### src/rtl/ptl_pkg.sv
package ptl_pkg;

  // ----------------------------------------------------------------------
  // Memory-type codes
  // ----------------------------------------------------------------------
  localparam logic [2:0] TYPE_UNCACHEABLE = 3'h0;
  localparam logic [2:0] TYPE_WRITE_COMBINING = 3'h1;
  localparam logic [2:0] TYPE_WRITETHROUGH = 3'h4;
  localparam logic [2:0] TYPE_WRITE_PROTECT = 3'h5;
  localparam logic [2:0] TYPE_WRITEBACK = 3'h6;
  localparam logic [2:0] TYPE_UNCACHEABLE_MINUS = 3'h7;

  // Effective type adds the cache-disabled type at the unused code 2.
  localparam logic [2:0] EFF_CACHE_DISABLED = 3'h2;

  // ----------------------------------------------------------------------
  // Register layout
  // ----------------------------------------------------------------------
  localparam int FIELD_COUNT = 8;
  localparam int FIELD_WIDTH = 8;
  localparam int CODE_WIDTH = 3;
  localparam logic [63:0] TABLE_RESET = 64'h0007_0406_0007_0406;
  localparam logic [63:0] RESERVED_MASK = 64'hf8f8_f8f8_f8f8_f8f8;

  // ----------------------------------------------------------------------
  // Entry bit positions
  // ----------------------------------------------------------------------
  localparam int SMALL_PAGE_ATTR_BIT = 7;
  localparam int LARGE_PAGE_ATTR_BIT = 12;
  localparam int CACHE_DISABLE_BIT = 4;
  localparam int WRITETHROUGH_BIT = 3;
  localparam int FEATURE_FLAG_BIT = 16;

  // ----------------------------------------------------------------------
  // Entry kinds
  // ----------------------------------------------------------------------
  typedef enum logic [1:0] {
    PTL_ENTRY_SMALL_PAGE = 2'b00,
    PTL_ENTRY_LARGE_PAGE = 2'b01,
    PTL_ENTRY_UPPER = 2'b10
  } ptl_entry_kind_t;

endpackage

### src/rtl/ptl_if.sv
`timescale 1ns/1ps
// Carries one lookup between the top and the merge stage.
interface ptl_if;
  logic [2:0] table_type;
  logic [2:0] range_type;
  logic [2:0] eff_type;

  modport top (output table_type, output range_type, input eff_type);
  modport merge (input table_type, input range_type, output eff_type);
endinterface

### src/rtl/ptl_merge.sv
`timescale 1ns/1ps
module ptl_merge (
  ptl_if.merge m
);

  // ----------------------------------------------------------------------
  // Table and range merge
  // ----------------------------------------------------------------------
  // Undefined pairs fall to the cache-disabled code 2; unknown table codes fall to uncacheable.
  always_comb begin
    m.eff_type = ptl_pkg::TYPE_UNCACHEABLE;
    unique case (m.table_type)
      ptl_pkg::TYPE_UNCACHEABLE: begin
        m.eff_type = (m.range_type == ptl_pkg::TYPE_UNCACHEABLE) ?
          ptl_pkg::TYPE_UNCACHEABLE : ptl_pkg::EFF_CACHE_DISABLED;
      end
      ptl_pkg::TYPE_UNCACHEABLE_MINUS: begin
        if (m.range_type == ptl_pkg::TYPE_UNCACHEABLE) begin
          m.eff_type = ptl_pkg::TYPE_UNCACHEABLE;
        end else if (m.range_type == ptl_pkg::TYPE_WRITE_COMBINING) begin
          m.eff_type = ptl_pkg::TYPE_WRITE_COMBINING;
        end else begin
          m.eff_type = ptl_pkg::EFF_CACHE_DISABLED;
        end
      end
      ptl_pkg::TYPE_WRITE_COMBINING: begin
        m.eff_type = ptl_pkg::TYPE_WRITE_COMBINING;
      end
      ptl_pkg::TYPE_WRITE_PROTECT: begin
        unique case (m.range_type)
          ptl_pkg::TYPE_UNCACHEABLE: m.eff_type = ptl_pkg::TYPE_UNCACHEABLE;
          ptl_pkg::TYPE_WRITE_PROTECT: m.eff_type = ptl_pkg::TYPE_WRITE_PROTECT;
          ptl_pkg::TYPE_WRITEBACK: m.eff_type = ptl_pkg::TYPE_WRITE_PROTECT;
          default: m.eff_type = ptl_pkg::EFF_CACHE_DISABLED;
        endcase
      end
      ptl_pkg::TYPE_WRITETHROUGH: begin
        unique case (m.range_type)
          ptl_pkg::TYPE_UNCACHEABLE: m.eff_type = ptl_pkg::TYPE_UNCACHEABLE;
          ptl_pkg::TYPE_WRITETHROUGH: m.eff_type = ptl_pkg::TYPE_WRITETHROUGH;
          ptl_pkg::TYPE_WRITEBACK: m.eff_type = ptl_pkg::TYPE_WRITETHROUGH;
          default: m.eff_type = ptl_pkg::EFF_CACHE_DISABLED;
        endcase
      end
      ptl_pkg::TYPE_WRITEBACK: begin
        m.eff_type = m.range_type;
      end
      default: begin
        m.eff_type = ptl_pkg::TYPE_UNCACHEABLE;
      end
    endcase
  end

endmodule

### src/rtl/ptl_top.sv
// Overview of operation
// - One 64-bit register holds eight attribute fields, numbered zero to seven.
// - Codes: 0 uncacheable, 1 write-combining, 4 writethrough, 5 protect, 6 writeback, 7 minus.
// - Uncacheable-minus acts as uncacheable, except a write-combining range type overrides it.
// - Writes with any reserved bit set fault and leave the register unchanged.
// - Writes carrying an unsupported type code in any field fault.
// - Reset loads writeback, writethrough, uncacheable-minus, uncacheable into 0-3 and 4-7.
// - Index is table bit high, cache-disable middle, writethrough low.
// - Table bit is bit 7 of small pages, bit 12 of large; else zero.
// - Cache-disable index bit is entry bit 4, writethrough bit is bit 3.
// - The lookup is always active; no control bit turns it off.
// - Feature flags report table support by setting bit 16.
// - Each translated access captures the index and applies the selected type.
// - Upper-level fetches index with two bits only, reaching the first four fields.
// - Table uncacheable and uncacheable-minus merge with the range type; table write-combining ignores it.
// - Table write-protect, writethrough and writeback merge with the range type.
// - Disabled range registers give uncacheable; undefined pairs give the cache-disabled type.
// - No cross-processor consistency check is made; software keeps them consistent.
// - Uncacheable is never cached, combined or speculated; write-combining may combine.
// - Writethrough reads allocate shared, write misses skip allocation, hits write both.
// - Write-protect reads allocate shared, writes reach memory, write hits invalidate.
// - Writeback reads allocate shared or exclusive, write misses allocate modified.
//
`timescale 1ns/1ps
module ptl_top (
  input wire logic clk,
  input wire logic nrst,
  input wire logic reg_wr_en,
  input wire logic [63:0] reg_wr_data,
  output logic [63:0] reg_rd_data,
  output logic general_protection_fault,
  output logic [31:0] feature_flags_result,
  input wire logic lookup_valid,
  input wire logic [63:0] entry_data,
  input wire ptl_pkg::ptl_entry_kind_t entry_kind,
  input wire logic range_enable,
  input wire logic [2:0] range_type,
  output logic result_valid,
  output logic [2:0] eff_type,
  output logic [2:0] index_out,
  output logic allow_cache,
  output logic allow_combine,
  output logic allow_speculate,
  output logic read_alloc_shared,
  output logic read_alloc_exclusive,
  output logic write_alloc_modified,
  output logic write_to_memory,
  output logic write_hit_invalidate
);

  // ----------------------------------------------------------------------
  // Register state
  // ----------------------------------------------------------------------
  logic [63:0] page_memory_type_table_reg;
  logic write_reject;
  logic [ptl_pkg::FIELD_COUNT-1:0] field_bad;

  // Every field is checked for a supported code in parallel.
  genvar gi;
  generate
    for (gi = 0; gi < ptl_pkg::FIELD_COUNT; gi++) begin : g_chk
      logic [2:0] code;
      assign code = reg_wr_data[gi*ptl_pkg::FIELD_WIDTH +: ptl_pkg::CODE_WIDTH];
      assign field_bad[gi] = (code == 3'h2) || (code == 3'h3);
    end
  endgenerate

  // A write is refused on any reserved bit or unsupported code.
  assign write_reject = (|(reg_wr_data & ptl_pkg::RESERVED_MASK)) || (|field_bad);

  // The table register itself; refused writes leave it untouched.
  always_ff @(posedge clk or negedge nrst) begin
    if (!nrst) begin
      page_memory_type_table_reg <= ptl_pkg::TABLE_RESET;
    end else if (reg_wr_en && !write_reject) begin
      page_memory_type_table_reg <= reg_wr_data;
    end
  end

  // Fault pulse follows the refused write by one cycle.
  always_ff @(posedge clk or negedge nrst) begin
    if (!nrst) begin
      general_protection_fault <= 1'b0;
    end else begin
      general_protection_fault <= reg_wr_en && write_reject;
    end
  end

  assign reg_rd_data = page_memory_type_table_reg;

  // Support bit is constant; the lookup has no enable to clear.
  assign feature_flags_result = 32'h0000_0001 << ptl_pkg::FEATURE_FLAG_BIT;

  // ----------------------------------------------------------------------
  // Index formation
  // ----------------------------------------------------------------------
  logic attr_bit;
  logic [2:0] index_next;

  // Upper-level entries have no table bit, so they see only fields 0-3.
  always_comb begin
    attr_bit = 1'b0;
    unique case (entry_kind)
      ptl_pkg::PTL_ENTRY_SMALL_PAGE: attr_bit = entry_data[ptl_pkg::SMALL_PAGE_ATTR_BIT];
      ptl_pkg::PTL_ENTRY_LARGE_PAGE: attr_bit = entry_data[ptl_pkg::LARGE_PAGE_ATTR_BIT];
      ptl_pkg::PTL_ENTRY_UPPER: attr_bit = 1'b0;
      default: attr_bit = 1'b0;
    endcase
    index_next = {attr_bit, entry_data[ptl_pkg::CACHE_DISABLE_BIT],
                  entry_data[ptl_pkg::WRITETHROUGH_BIT]};
  end

  // ----------------------------------------------------------------------
  // Field selection and merge
  // ----------------------------------------------------------------------
  logic [2:0] table_type;
  logic [2:0] range_used;
  logic [2:0] merged;
  ptl_if mif ();

  assign table_type = page_memory_type_table_reg[index_next*ptl_pkg::FIELD_WIDTH +:
                                                 ptl_pkg::CODE_WIDTH];
  // Disabled range registers report uncacheable.
  assign range_used = range_enable ? range_type : ptl_pkg::TYPE_UNCACHEABLE;
  assign mif.table_type = table_type;
  assign mif.range_type = range_used;
  assign merged = mif.eff_type;

  ptl_merge u_merge (
    .m(mif.merge)
  );

  // Capture the result for the access path; one cycle of latency.
  always_ff @(posedge clk or negedge nrst) begin
    if (!nrst) begin
      result_valid <= 1'b0;
      eff_type <= ptl_pkg::TYPE_UNCACHEABLE;
      index_out <= 3'h0;
    end else begin
      result_valid <= lookup_valid;
      if (lookup_valid) begin
        eff_type <= merged;
        index_out <= index_next;
      end
    end
  end

  // ----------------------------------------------------------------------
  // Cache behaviour per effective type
  // ----------------------------------------------------------------------
  // Cache-disabled and unknown codes behave as uncacheable here.
  always_comb begin
    allow_cache = 1'b0;
    allow_combine = 1'b0;
    allow_speculate = 1'b0;
    read_alloc_shared = 1'b0;
    read_alloc_exclusive = 1'b0;
    write_alloc_modified = 1'b0;
    write_to_memory = 1'b1;
    write_hit_invalidate = 1'b0;
    unique case (eff_type)
      ptl_pkg::TYPE_WRITE_COMBINING: begin
        allow_combine = 1'b1;
        allow_speculate = 1'b1;
      end
      ptl_pkg::TYPE_WRITETHROUGH: begin
        allow_cache = 1'b1;
        allow_speculate = 1'b1;
        read_alloc_shared = 1'b1;
      end
      ptl_pkg::TYPE_WRITE_PROTECT: begin
        allow_cache = 1'b1;
        allow_speculate = 1'b1;
        read_alloc_shared = 1'b1;
        write_hit_invalidate = 1'b1;
      end
      ptl_pkg::TYPE_WRITEBACK: begin
        allow_cache = 1'b1;
        allow_speculate = 1'b1;
        read_alloc_shared = 1'b1;
        read_alloc_exclusive = 1'b1;
        write_alloc_modified = 1'b1;
        write_to_memory = 1'b0;
      end
      default: begin
        allow_cache = 1'b0;
      end
    endcase
  end

  // No state here watches other processors; consistency is software's job.

endmodule

### config.mk
export PLATFORM = sky130hd
export DESIGN_NAME = ptl_top
export DESIGN_NICKNAME = d
export VERILOG_FILES = /design/src/rtl/ptl_pkg.sv /design/src/rtl/ptl_if.sv /design/src/rtl/ptl_merge.sv /design/src/rtl/ptl_top.sv
export SDC_FILE = /design/constraint.sdc
export NUM_CORES = 1
export LEC_CHECK = 0
export BUFFER_PORTS_ARGS = -buffer_cell sky130_fd_sc_hd__buf_2
export CAP_MARGIN = 15
export CORE_AREA = 2 2 97 99
export DETAILED_ROUTE_END_ITERATION = 10
export DIE_AREA = 0 0 99 101
export PLACE_DENSITY = 0.8
export SKIP_CTS_REPAIR_TIMING = 1
export SYNTH_ARGS = -nofsm -noshare
export SYNTH_HDL_FRONTEND = slang
export SYNTH_HIERARCHICAL = 1
export SYNTH_SLANG_ARGS = --single-unit
### constraint.sdc
create_clock -name clk -period 3.4 [get_ports clk]
set_input_delay 0.34 -clock clk [delete_from_list [all_inputs] [get_ports clk]]
set_output_delay 0.34 -clock clk [all_outputs]
set_load 0.01 [all_outputs]
**Word-level counts from Yosys, hierarchy flattened**

Cells that the tools add are included.

- Register bits after elaboration: 72
- Bits of input ports: 138
- Output and inout bits: 112
- Logic and storage cells: 71

- Equality and inequality tests: 30
- Shift-type cells: 1
- Mux-type cells: 14
- Reduce and logical (&&, ||, !) cells: 21

Operator list:

| kind | count |
|---|---|
| $shiftx A64 B7 Y3 | 1 |
| $eq A3 B2 Y1 const B | 16 |
| $reduce_or A40 Y1 | 1 |
| $eq A3 B3 Y1 const B | 10 |
| $pmux W3 S6 | 1 |
| $pmux W3 S2 | 2 |
| $eq A3 B1 Y1 const B | 3 |
| $logic_or A1 B1 Y1 | 9 |
| $reduce_or A8 Y1 | 1 |
| $logic_not A3 Y1 | 2 |
| $mux W1 | 6 |
| $mux W3 | 2 |
| $mux W2 | 2 |
| $reduce_or A2 Y1 | 2 |
| $reduce_or A4 Y1 | 1 |
| $reduce_or A3 Y1 | 1 |
| $eq A2 B1 Y1 const B | 1 |
| $logic_and A1 B1 Y1 | 2 |
| $logic_not A2 Y1 | 1 |
| $pmux W1 S2 | 1 |
| $logic_not A1 Y1 | 1 |

**Longest topological paths before layout**

Gate-level depths: netlist of the first run.

- Depth after elaboration: 6
- Gate-level depth with buffers: 9
- Mapped depth without buffers: 8

**Cells and area by module**

The synthesis of the first run kept the hierarchy.

Modules (own cells, without submodules):

| module | times used | cells each | area an instance (sq um) | sequential area each (sq um) |
|---|---|---|---|---|
| ptl_top | 1 | 242 | 3244.4 | 1816.7 |
| ptl_merge | 1 | 23 | 157.7 | 0.0 |

**Worst setup path before layout of the first run**

No wires, ideal clock.

- Path kind: input to register
- Start point: in entry_data[3]
- End point: reg eff_type[0]
- Library setup time: 125 ps
- Data arrival time: 2369 ps
- Required time: 3275 ps
- Slack: 907 ps
- Stages: 8
- Path buffers: 2
- Cells stage by stage: clkbuf_1 mux4_2 mux2_2 buf_4 nor4bb_1 a31o_1 a32o_1 mux2_2

- Longest elaborated chain between the ends: 3
- Elaborated cells between the ends (all ways): 8
- Those cells by class: eq/ne: 5; shift: 1; mux: 1; reduce/logical: 1

Ends and longest elaborated chain:

| element | line | text |
|---|---|---|
| from (decl) | ptl_top.sv:34 | `input wire logic [63:0] entry_data,` |
| $shiftx A64 B7 Y3 (*) | ptl_top.sv:121 | `assign table_type = page_memory_type_table_reg[index_next*ptl_pkg::FIELD_WIDTH +:` |
| net mif.table_type[0] | ptl_if.sv:4 | `logic [2:0] table_type;` |
| $eq A3 B3 Y1, or another cell as far along | ptl_merge.sv:12 | `unique case (m.table_type)` |
| $pmux W3 S6 (*) | ptl_merge.sv:12 |  |
| net merged[0] | ptl_top.sv:118 | `logic [2:0] merged;` |
| to (signal assigned) | ptl_top.sv:137 | `eff_type <= ptl_pkg::TYPE_UNCACHEABLE;` |
| to (signal assigned) | ptl_top.sv:142 | `eff_type <= merged;` |
| to (decl) | ptl_top.sv:39 | `output logic [2:0] eff_type,` |

The timed path passes the listed nets; every way through them passes the cells marked *.
A chain may end at the register's enable or synchronous reset.

**Final worst setup path of the first run**

- Start point: reg page_memory_type_table_reg[56] (netlist: reg_rd_data[56])
- End point: reg eff_type[0]

- Longest elaborated chain between the ends: 3
- Elaborated cells between the ends (all ways): 8
- Those cells by class: eq/ne: 5; shift: 1; mux: 1; reduce/logical: 1

Ends and longest elaborated chain:

| element | line | text |
|---|---|---|
| from (decl) | ptl_top.sv:54 | `logic [63:0] page_memory_type_table_reg;` |
| from (signal assigned) | ptl_top.sv:74 | `page_memory_type_table_reg <= ptl_pkg::TABLE_RESET;` |
| from (signal assigned) | ptl_top.sv:76 | `page_memory_type_table_reg <= reg_wr_data;` |
| $shiftx A64 B7 Y3 (*) | ptl_top.sv:121 |  |
| net mif.table_type[0] | ptl_if.sv:4 |  |
| $eq A3 B3 Y1, or another cell as far along | ptl_merge.sv:12 |  |
| $pmux W3 S6 (*) | ptl_merge.sv:12 |  |
| net merged[0] | ptl_top.sv:118 |  |

Marks and branches as above.

==> results.toml, run 1 <==
[run_status]
status = "finished clean"

[setup_path]
crit_path_start_kind = "flip-flop"
crit_slowest_cell = "mux4_2"
rrSetupSlack_ps = 1200
critPathMaxFanout = 9
cp-startpoint = "reg_rd_data[56]"
worstPathArrival_ps = 2410
worstPathRequired_ps = 3610
crit_end = "eff_type[0]"
crit_chain = "mux4_2 -> mux2_2 -> nor4bb_1 -> a31o_1 -> a32o_1 -> mux2_2"
critPathCaptureType = "flip-flop"
cp.depth = 6
critPathTopFamily = "multiplexers"
timing.rr.end = "eff_type[0]"
r2r-start = "reg_rd_data[56]"
crit_type = "reg2reg"
cpMostUsedCell = "mux2_2"
r2r_cells = 6
path_buf_inv = 0
critPathMaxStageDelay_ps = 470

[clock_tree]
cts_buffers = 9
cts_max_level = 3
ctsLongestPathBuffers = 2
clk_latency_ps = 340
cts_root_buffer = "clkbuf_8"
cts.sink_count = 72
clk_pin_slew_ps = 90
tritoncts = "built"

[routing]
drt_iter0_drc = 67
wl_per_cell_um = 14.4
vias = 2457
drtPass1Iterations = 4
wirelength_mm = 7.71
drc = 0
ant_nets = 0
viasPerCell = 4.59

[synth]
synthCells = 265
synth_seq_cells = 72
synth_area_per_cell_sq_um = 12.8
synth_area_sq_mm = 0.00340
yosysUniqueCellTypes = 40
yosysWarnings = 6
seq_area_frac_synth_pct = 53.4

[finish]
num-fill-cells = 810
area_delta_synth_final_pct = 26.7
finalNetCount = 557
drive_above_1_share_pct = 54.7
diodes = 0

[timing]
slew_headroom_pct = 51.0
fin_worst_skew_ps = 14.0
setup_tns_ps = 0
max_freq_mhz = 455
fin_crit_sh_pct = 64.6
worst_slew_pin_slew_ps = 734
rsz0062_at_grt = "false"
final_hold_viol_count = 0
period_minus_slack_ps = 2200
layout_setup_ws_ps = 1200
maxSlewViolCount = 0
setup_violations = 0

[global_route]
gr-total-overflow = 0
grt_pass1_wl_mm = 12.1
grt.total_usage_pct = 15.5
antenna_found_initial = 0
grt_pass1_vias = 2387
grt_max_degree = 65

[floorplan]
die_area_sq_mm = 0.0100
die_h_um = 101
core_area_sq_mm = 0.00898
io_pins = 250
dieWidth_um = 99
rows = 35
start_util_pct = 37.9

[pwr]
p_leak_nw = 2.46
powerDensity_mw_per_mm2 = 377
power.total_mw = 1.63
peakVddDrop_v = 0.000283

[place]
dp_slack_ps = 914
portBuffers = 157
place_congestion = 0.813
dpl.hpwl_mm = 5.93

[worst_hold_path]
hold_class = "in2async"

[run]
cap_violations = 0
[worst min-delay path by stage]
stage | start | depth (start not counted) | endpoint | slack [ps]
2_1_floorplan | nrst | 0 | eff_type[0] | 40
3_3_place_gp | nrst | 1 | reg_rd_data[7] | 420
3_5_place_dp | nrst | 1 | reg_rd_data[22] | 450
4_1_cts | nrst | 1 | reg_rd_data[22] | 60
5_1_grt | nrst | 1 | reg_rd_data[22] | 80
6_report | nrst | 1 | reg_rd_data[22] | 50
[registers in the layout, indices dropped and copies added, names as in the netlist]
| signal | cells |
|---|---|
| result_valid | 1 |
| reg_rd_data | 64 |
| eff_type | 3 |
| general_protection_fault | 1 |
| index_out | 3 |
[synthesized netlist by cell type]
library cell  count  area share (%)
dfrtp_1          60              44
and2_1           43             7.9
buf_4            36             7.9
mux2_4           20             8.8
dfstp_2          12             9.3
mux2_2           12             4.0
inv_1             9            0.99
nor4_1            8             1.5
clkbuf_1          6            0.66
mux4_2            6             4.0
nand2_1           6            0.66
nor2_1            5            0.55
o22ai_1           4            0.74
a21oi_1           3            0.44
nor3_1            3            0.44
o21ai_0           3            0.44
and2b_2           2            0.51
buf_12            2             1.2
conb_1            2            0.22
nand3b_1          2            0.44
or4_1             2            0.44
a21bo_2           1            0.29
a311oi_1          1            0.26
a31o_1            1            0.26
a32o_1            1            0.29
and3_4            1            0.33
buf_1             1            0.11
buf_6             1            0.33
inv_2             1            0.11
mux2i_1           1            0.29
nand2b_1          1            0.18
nand3_1           1            0.15
nand4_1           1            0.18
nand4b_1          1            0.26
nand4bb_1         1            0.33
nor4b_1           1            0.26
nor4bb_1          1            0.29
o311a_1           1            0.29
o31a_2            1            0.29
o32ai_1           1            0.26
[cell type report]
cell class	instances	area (sq um)	share of cell area (%)
repair buffers	159	801	18.6
clock inverters	7	62.6	1.45
flip-flops and latches	72	1820	42.2
well taps	111	139	3.22
multi-input cells	167	1330	30.8
clock buffers	9	124	2.87
inverters	10	37.5	0.871
[metrics by stage]
step | cell area (sq um) | instances | hold slack [ps] | utilization, %
2_1_floorplan | 3510 | 295 | 44.4 | -
3_3_place_gp | 4120 | 519 | 421 | 45.9
3_5_place_dp | 4120 | 519 | 450 | 45.9
4_1_cts | 4310 | 535 | 59.5 | 48.0
5_1_grt | 4310 | 535 | 79.5 | 48.0
6_report | 4310 | 535 | 51.4 | 48.0
[cells in the final DEF, fill, tap and decap left out, types with 8 or more instances in the layout]
master and n:
inv_1 9, nor4_1 8, dfstp_2 12, dfrtp_1 60
and2_1 43, mux2_4 20, mux2_2 12, clkbuf_8 9
buf_2 157, conb_1 32
[cells by family after synthesis]
family	share of synthesized area (%)
AO/OA/AOI/OAI	3.57
buffers and inverters	11.3
flip-flops	53.4
multiplexers	17.1
other	0.221
AND/OR/NAND/NOR	14.4
[power by group]
part	switching [mW]	internal [mW]	total [mW]
combinational	0.0719	0.0547	0.127
sequential	0.00395	0.863	0.867
clock	0.353	0.280	0.632
total	0.428	1.20	1.63
[per-layer routing]
metal	share of wire, %	global-route usage [%]
met5	0	0
met1	43	19.8
met3	8.5	5.55
met2	47	24.6
met4	1.5	5.16
No activity file was read; power rests on OpenSTA's default activity.
==> inputs of run 2 (changes only) <==
Settings changed: CORE_AREA 2 2 97 99 to unset, CORE_MARGIN set to 2, CORE_UTILIZATION set to 37, DIE_AREA 0 0 99 101 to unset, PLACE_DENSITY 0.8 to 0.81.
Clock period 3.4 ns to 1.8 ns, I/O delays scaled along.
==> run 2 against run 1 <==
Compared with the run above:
- the run now ends with hold timing, setup timing left
- power is 86% higher
- largest power group unchanged
- via count is 7.9% higher
- critical path type unchanged
- design area is 7.5% higher
- core utilization is 4.6 points higher
- worst hold slack worse by 75 ps
- non-clock buffer count is 35 higher
==> results.toml, run 2 (synthesized netlist as in run 1, its figures left out) <==
[run_status]
status = "complete, but fails checks"
violations = "hold timing, setup timing"

[routing]
drc = 0
m1WireLength_mm = 3.54
viasPerCell = 4.68
vias = 2652
ant_nets = 0
route.met3.wl_um = 816
maxUsedRoutingLayer = "met5"
drt_iter0_drc = 86
drtPass1Iterations = 4
met2_length_mm = 4.16
wl_per_cell_um = 15.1
wirelength_mm = 8.59

[pwr]
powerDensity_mw_per_mm2 = 653
swShare_pct = 25.7
p_leak_nw = 2.68
power.total_mw = 3.02
power_frac_comb_pct = 8.4
intPower_mw = 2.24
peakVddDrop_v = 0.000421
power_switching_mw = 0.778
pwr-share-clk_pct = 37.5
seqPwrFrac_pct = 54.2

[finish]
area_delta_synth_final_pct = 36.1
final_area_sq_mm = 0.00463
layout_common_cells = "156 x buf_2, 60 x dfrtp_1, 43 x and2_1"
largest_reg_flops = 64
diodes = 0
drive_above_1_share_pct = 58.4
finalNetCount = 592
final_common_cell = "buf_2"

[clock_tree]
clk_latency_ps = 330
cts.sink_count = 72
tritoncts = "built"
cts_max_level = 3
cts_buffers = 9
clk_pin_slew_ps = 80
ctsLongestPathBuffers = 2
cts_root_buffer = "clkbuf_8"

[floorplan]
core_area_sq_mm = 0.00881
dieWidth_um = 99.9
die_area_sq_mm = 0.00998
io_pins = 250
rows = 34
start_util_pct = 38.6
die_h_um = 99.9

[setup_path]
crit_path_start_kind = "flip-flop"
critPathTopFamily = "multiplexers"
path_buf_inv = 0
critPathCaptureType = "flip-flop"
r2r_cells = 6
worstPathRequired_ps = 2020
crit_chain = "mux4_2 -> mux2_4 -> nor4bb_1 -> a31o_1 -> a32o_1 -> mux2_4"
crit_slowest_cell = "mux4_2"
critPathMaxFanout = 2
r2r-start = "reg_rd_data[24]"
cpMostUsedCell = "mux2_4"
critPathMaxStageDelay_ps = 470
timing.rr.end = "eff_type[0]"
worstPathArrival_ps = 2300
rrSetupSlack_ps = -280
crit_type = "reg2reg"

[global_route]
grt_pass1_vias = 2692
gr-total-overflow = 0
grt_pass1_wl_mm = 13.4
grt_max_degree = 73
grt.total_usage_pct = 17.3
antenna_found_initial = 1

[timing]
rsz0062_at_grt = "true"
setup_tns_ps = -711
maxSlewViolCount = 0
final_hold_viol_count = 60
slew_headroom_pct = 41.9
holdWs_ps = -23.9
fin_crit_sh_pct = 116
period_minus_slack_ps = 2080
setup_violations = 3
fin_worst_skew_ps = 6.94
worst_slew_pin_slew_ps = 872
max_freq_mhz = 481
layout_setup_ws_ps = -280

[place]
dpl.hpwl_mm = 6.67
placed_area_sq_mm = 0.00444
portBuffers = 157
place_congestion = 0.856

[worst_hold_path]
hold_class = "in2async"

[run]
cap_violations = 0
run 2: cell types whose count changed in the layout (fill, tap and decap cells not counted), moves of 2 or more:
cell / before / now
mux2_2: 12 / 8
clkinv_2: 0 / 3
buf_12: 0 / 4
mux2_4: 20 / 24
inv_8: 2 / 0
buf_4: 2 / 34
run 2: how the worst max path moves through the flow:
stage | start | end | slack, ps | cells after the start
2_1_floorplan | reg_rd_data[24] | eff_type[0] | -310 | 7
3_3_place_gp | entry_data[3] | eff_type[0] | -290 | 7
3_5_place_dp | entry_data[3] | eff_type[0] | -300 | 7
4_1_cts | reg_rd_data[24] | eff_type[0] | -280 | 6
5_1_grt | reg_rd_data[32] | eff_type[1] | -290 | 7
6_report | reg_rd_data[24] | eff_type[0] | -280 | 6
run 2: cell type report:
type / count / area (sq um)
Fill cell: 777 / 4180
Multi-Input combinational cell: 167 / 1350
Tap cell: 108 / 135
Sequential cell: 72 / 1820
Inverter: 10 / 37.5
Clock inverter: 7 / 47.5
Timing Repair Buffer: 194 / 1120
Clock buffer: 9 / 124
run 2: power by group through the flow:
| stage | sequential [mW] | combinational, mW | clock [mW] |
|---|---|---|---|
| final | 1.64 | 0.253 | 1.13 |
| after global routing | 1.64 | 0.283 | 1.24 |
| after CTS | 1.64 | 0.254 | 1.17 |
| after detailed placement | 1.67 | 0.253 | 0 |
| after global placement | 1.67 | 0.246 | 0 |
| after floorplan | 1.67 | 0.145 | 0 |
run 2: stage by stage:
step                      setup slack [ps]  cells  util [%]  hold WS (ps)
after CTS                             -280    566      52.4         -3.33
after detailed placement              -303    550      50.4           370
after floorplan                       -313    295         -          -116
final                                 -280    567      52.6         -23.9
after global placement                -291    550      50.4           352
after global routing                  -292    567      52.6          39.6
run 2: routing by layer:
metal	GRT usage, %	vias up
li1	-	1214
met2	29.1	156
met1	20.9	1274
met5	0	-
met3	5.78	6
met4	6.01	2
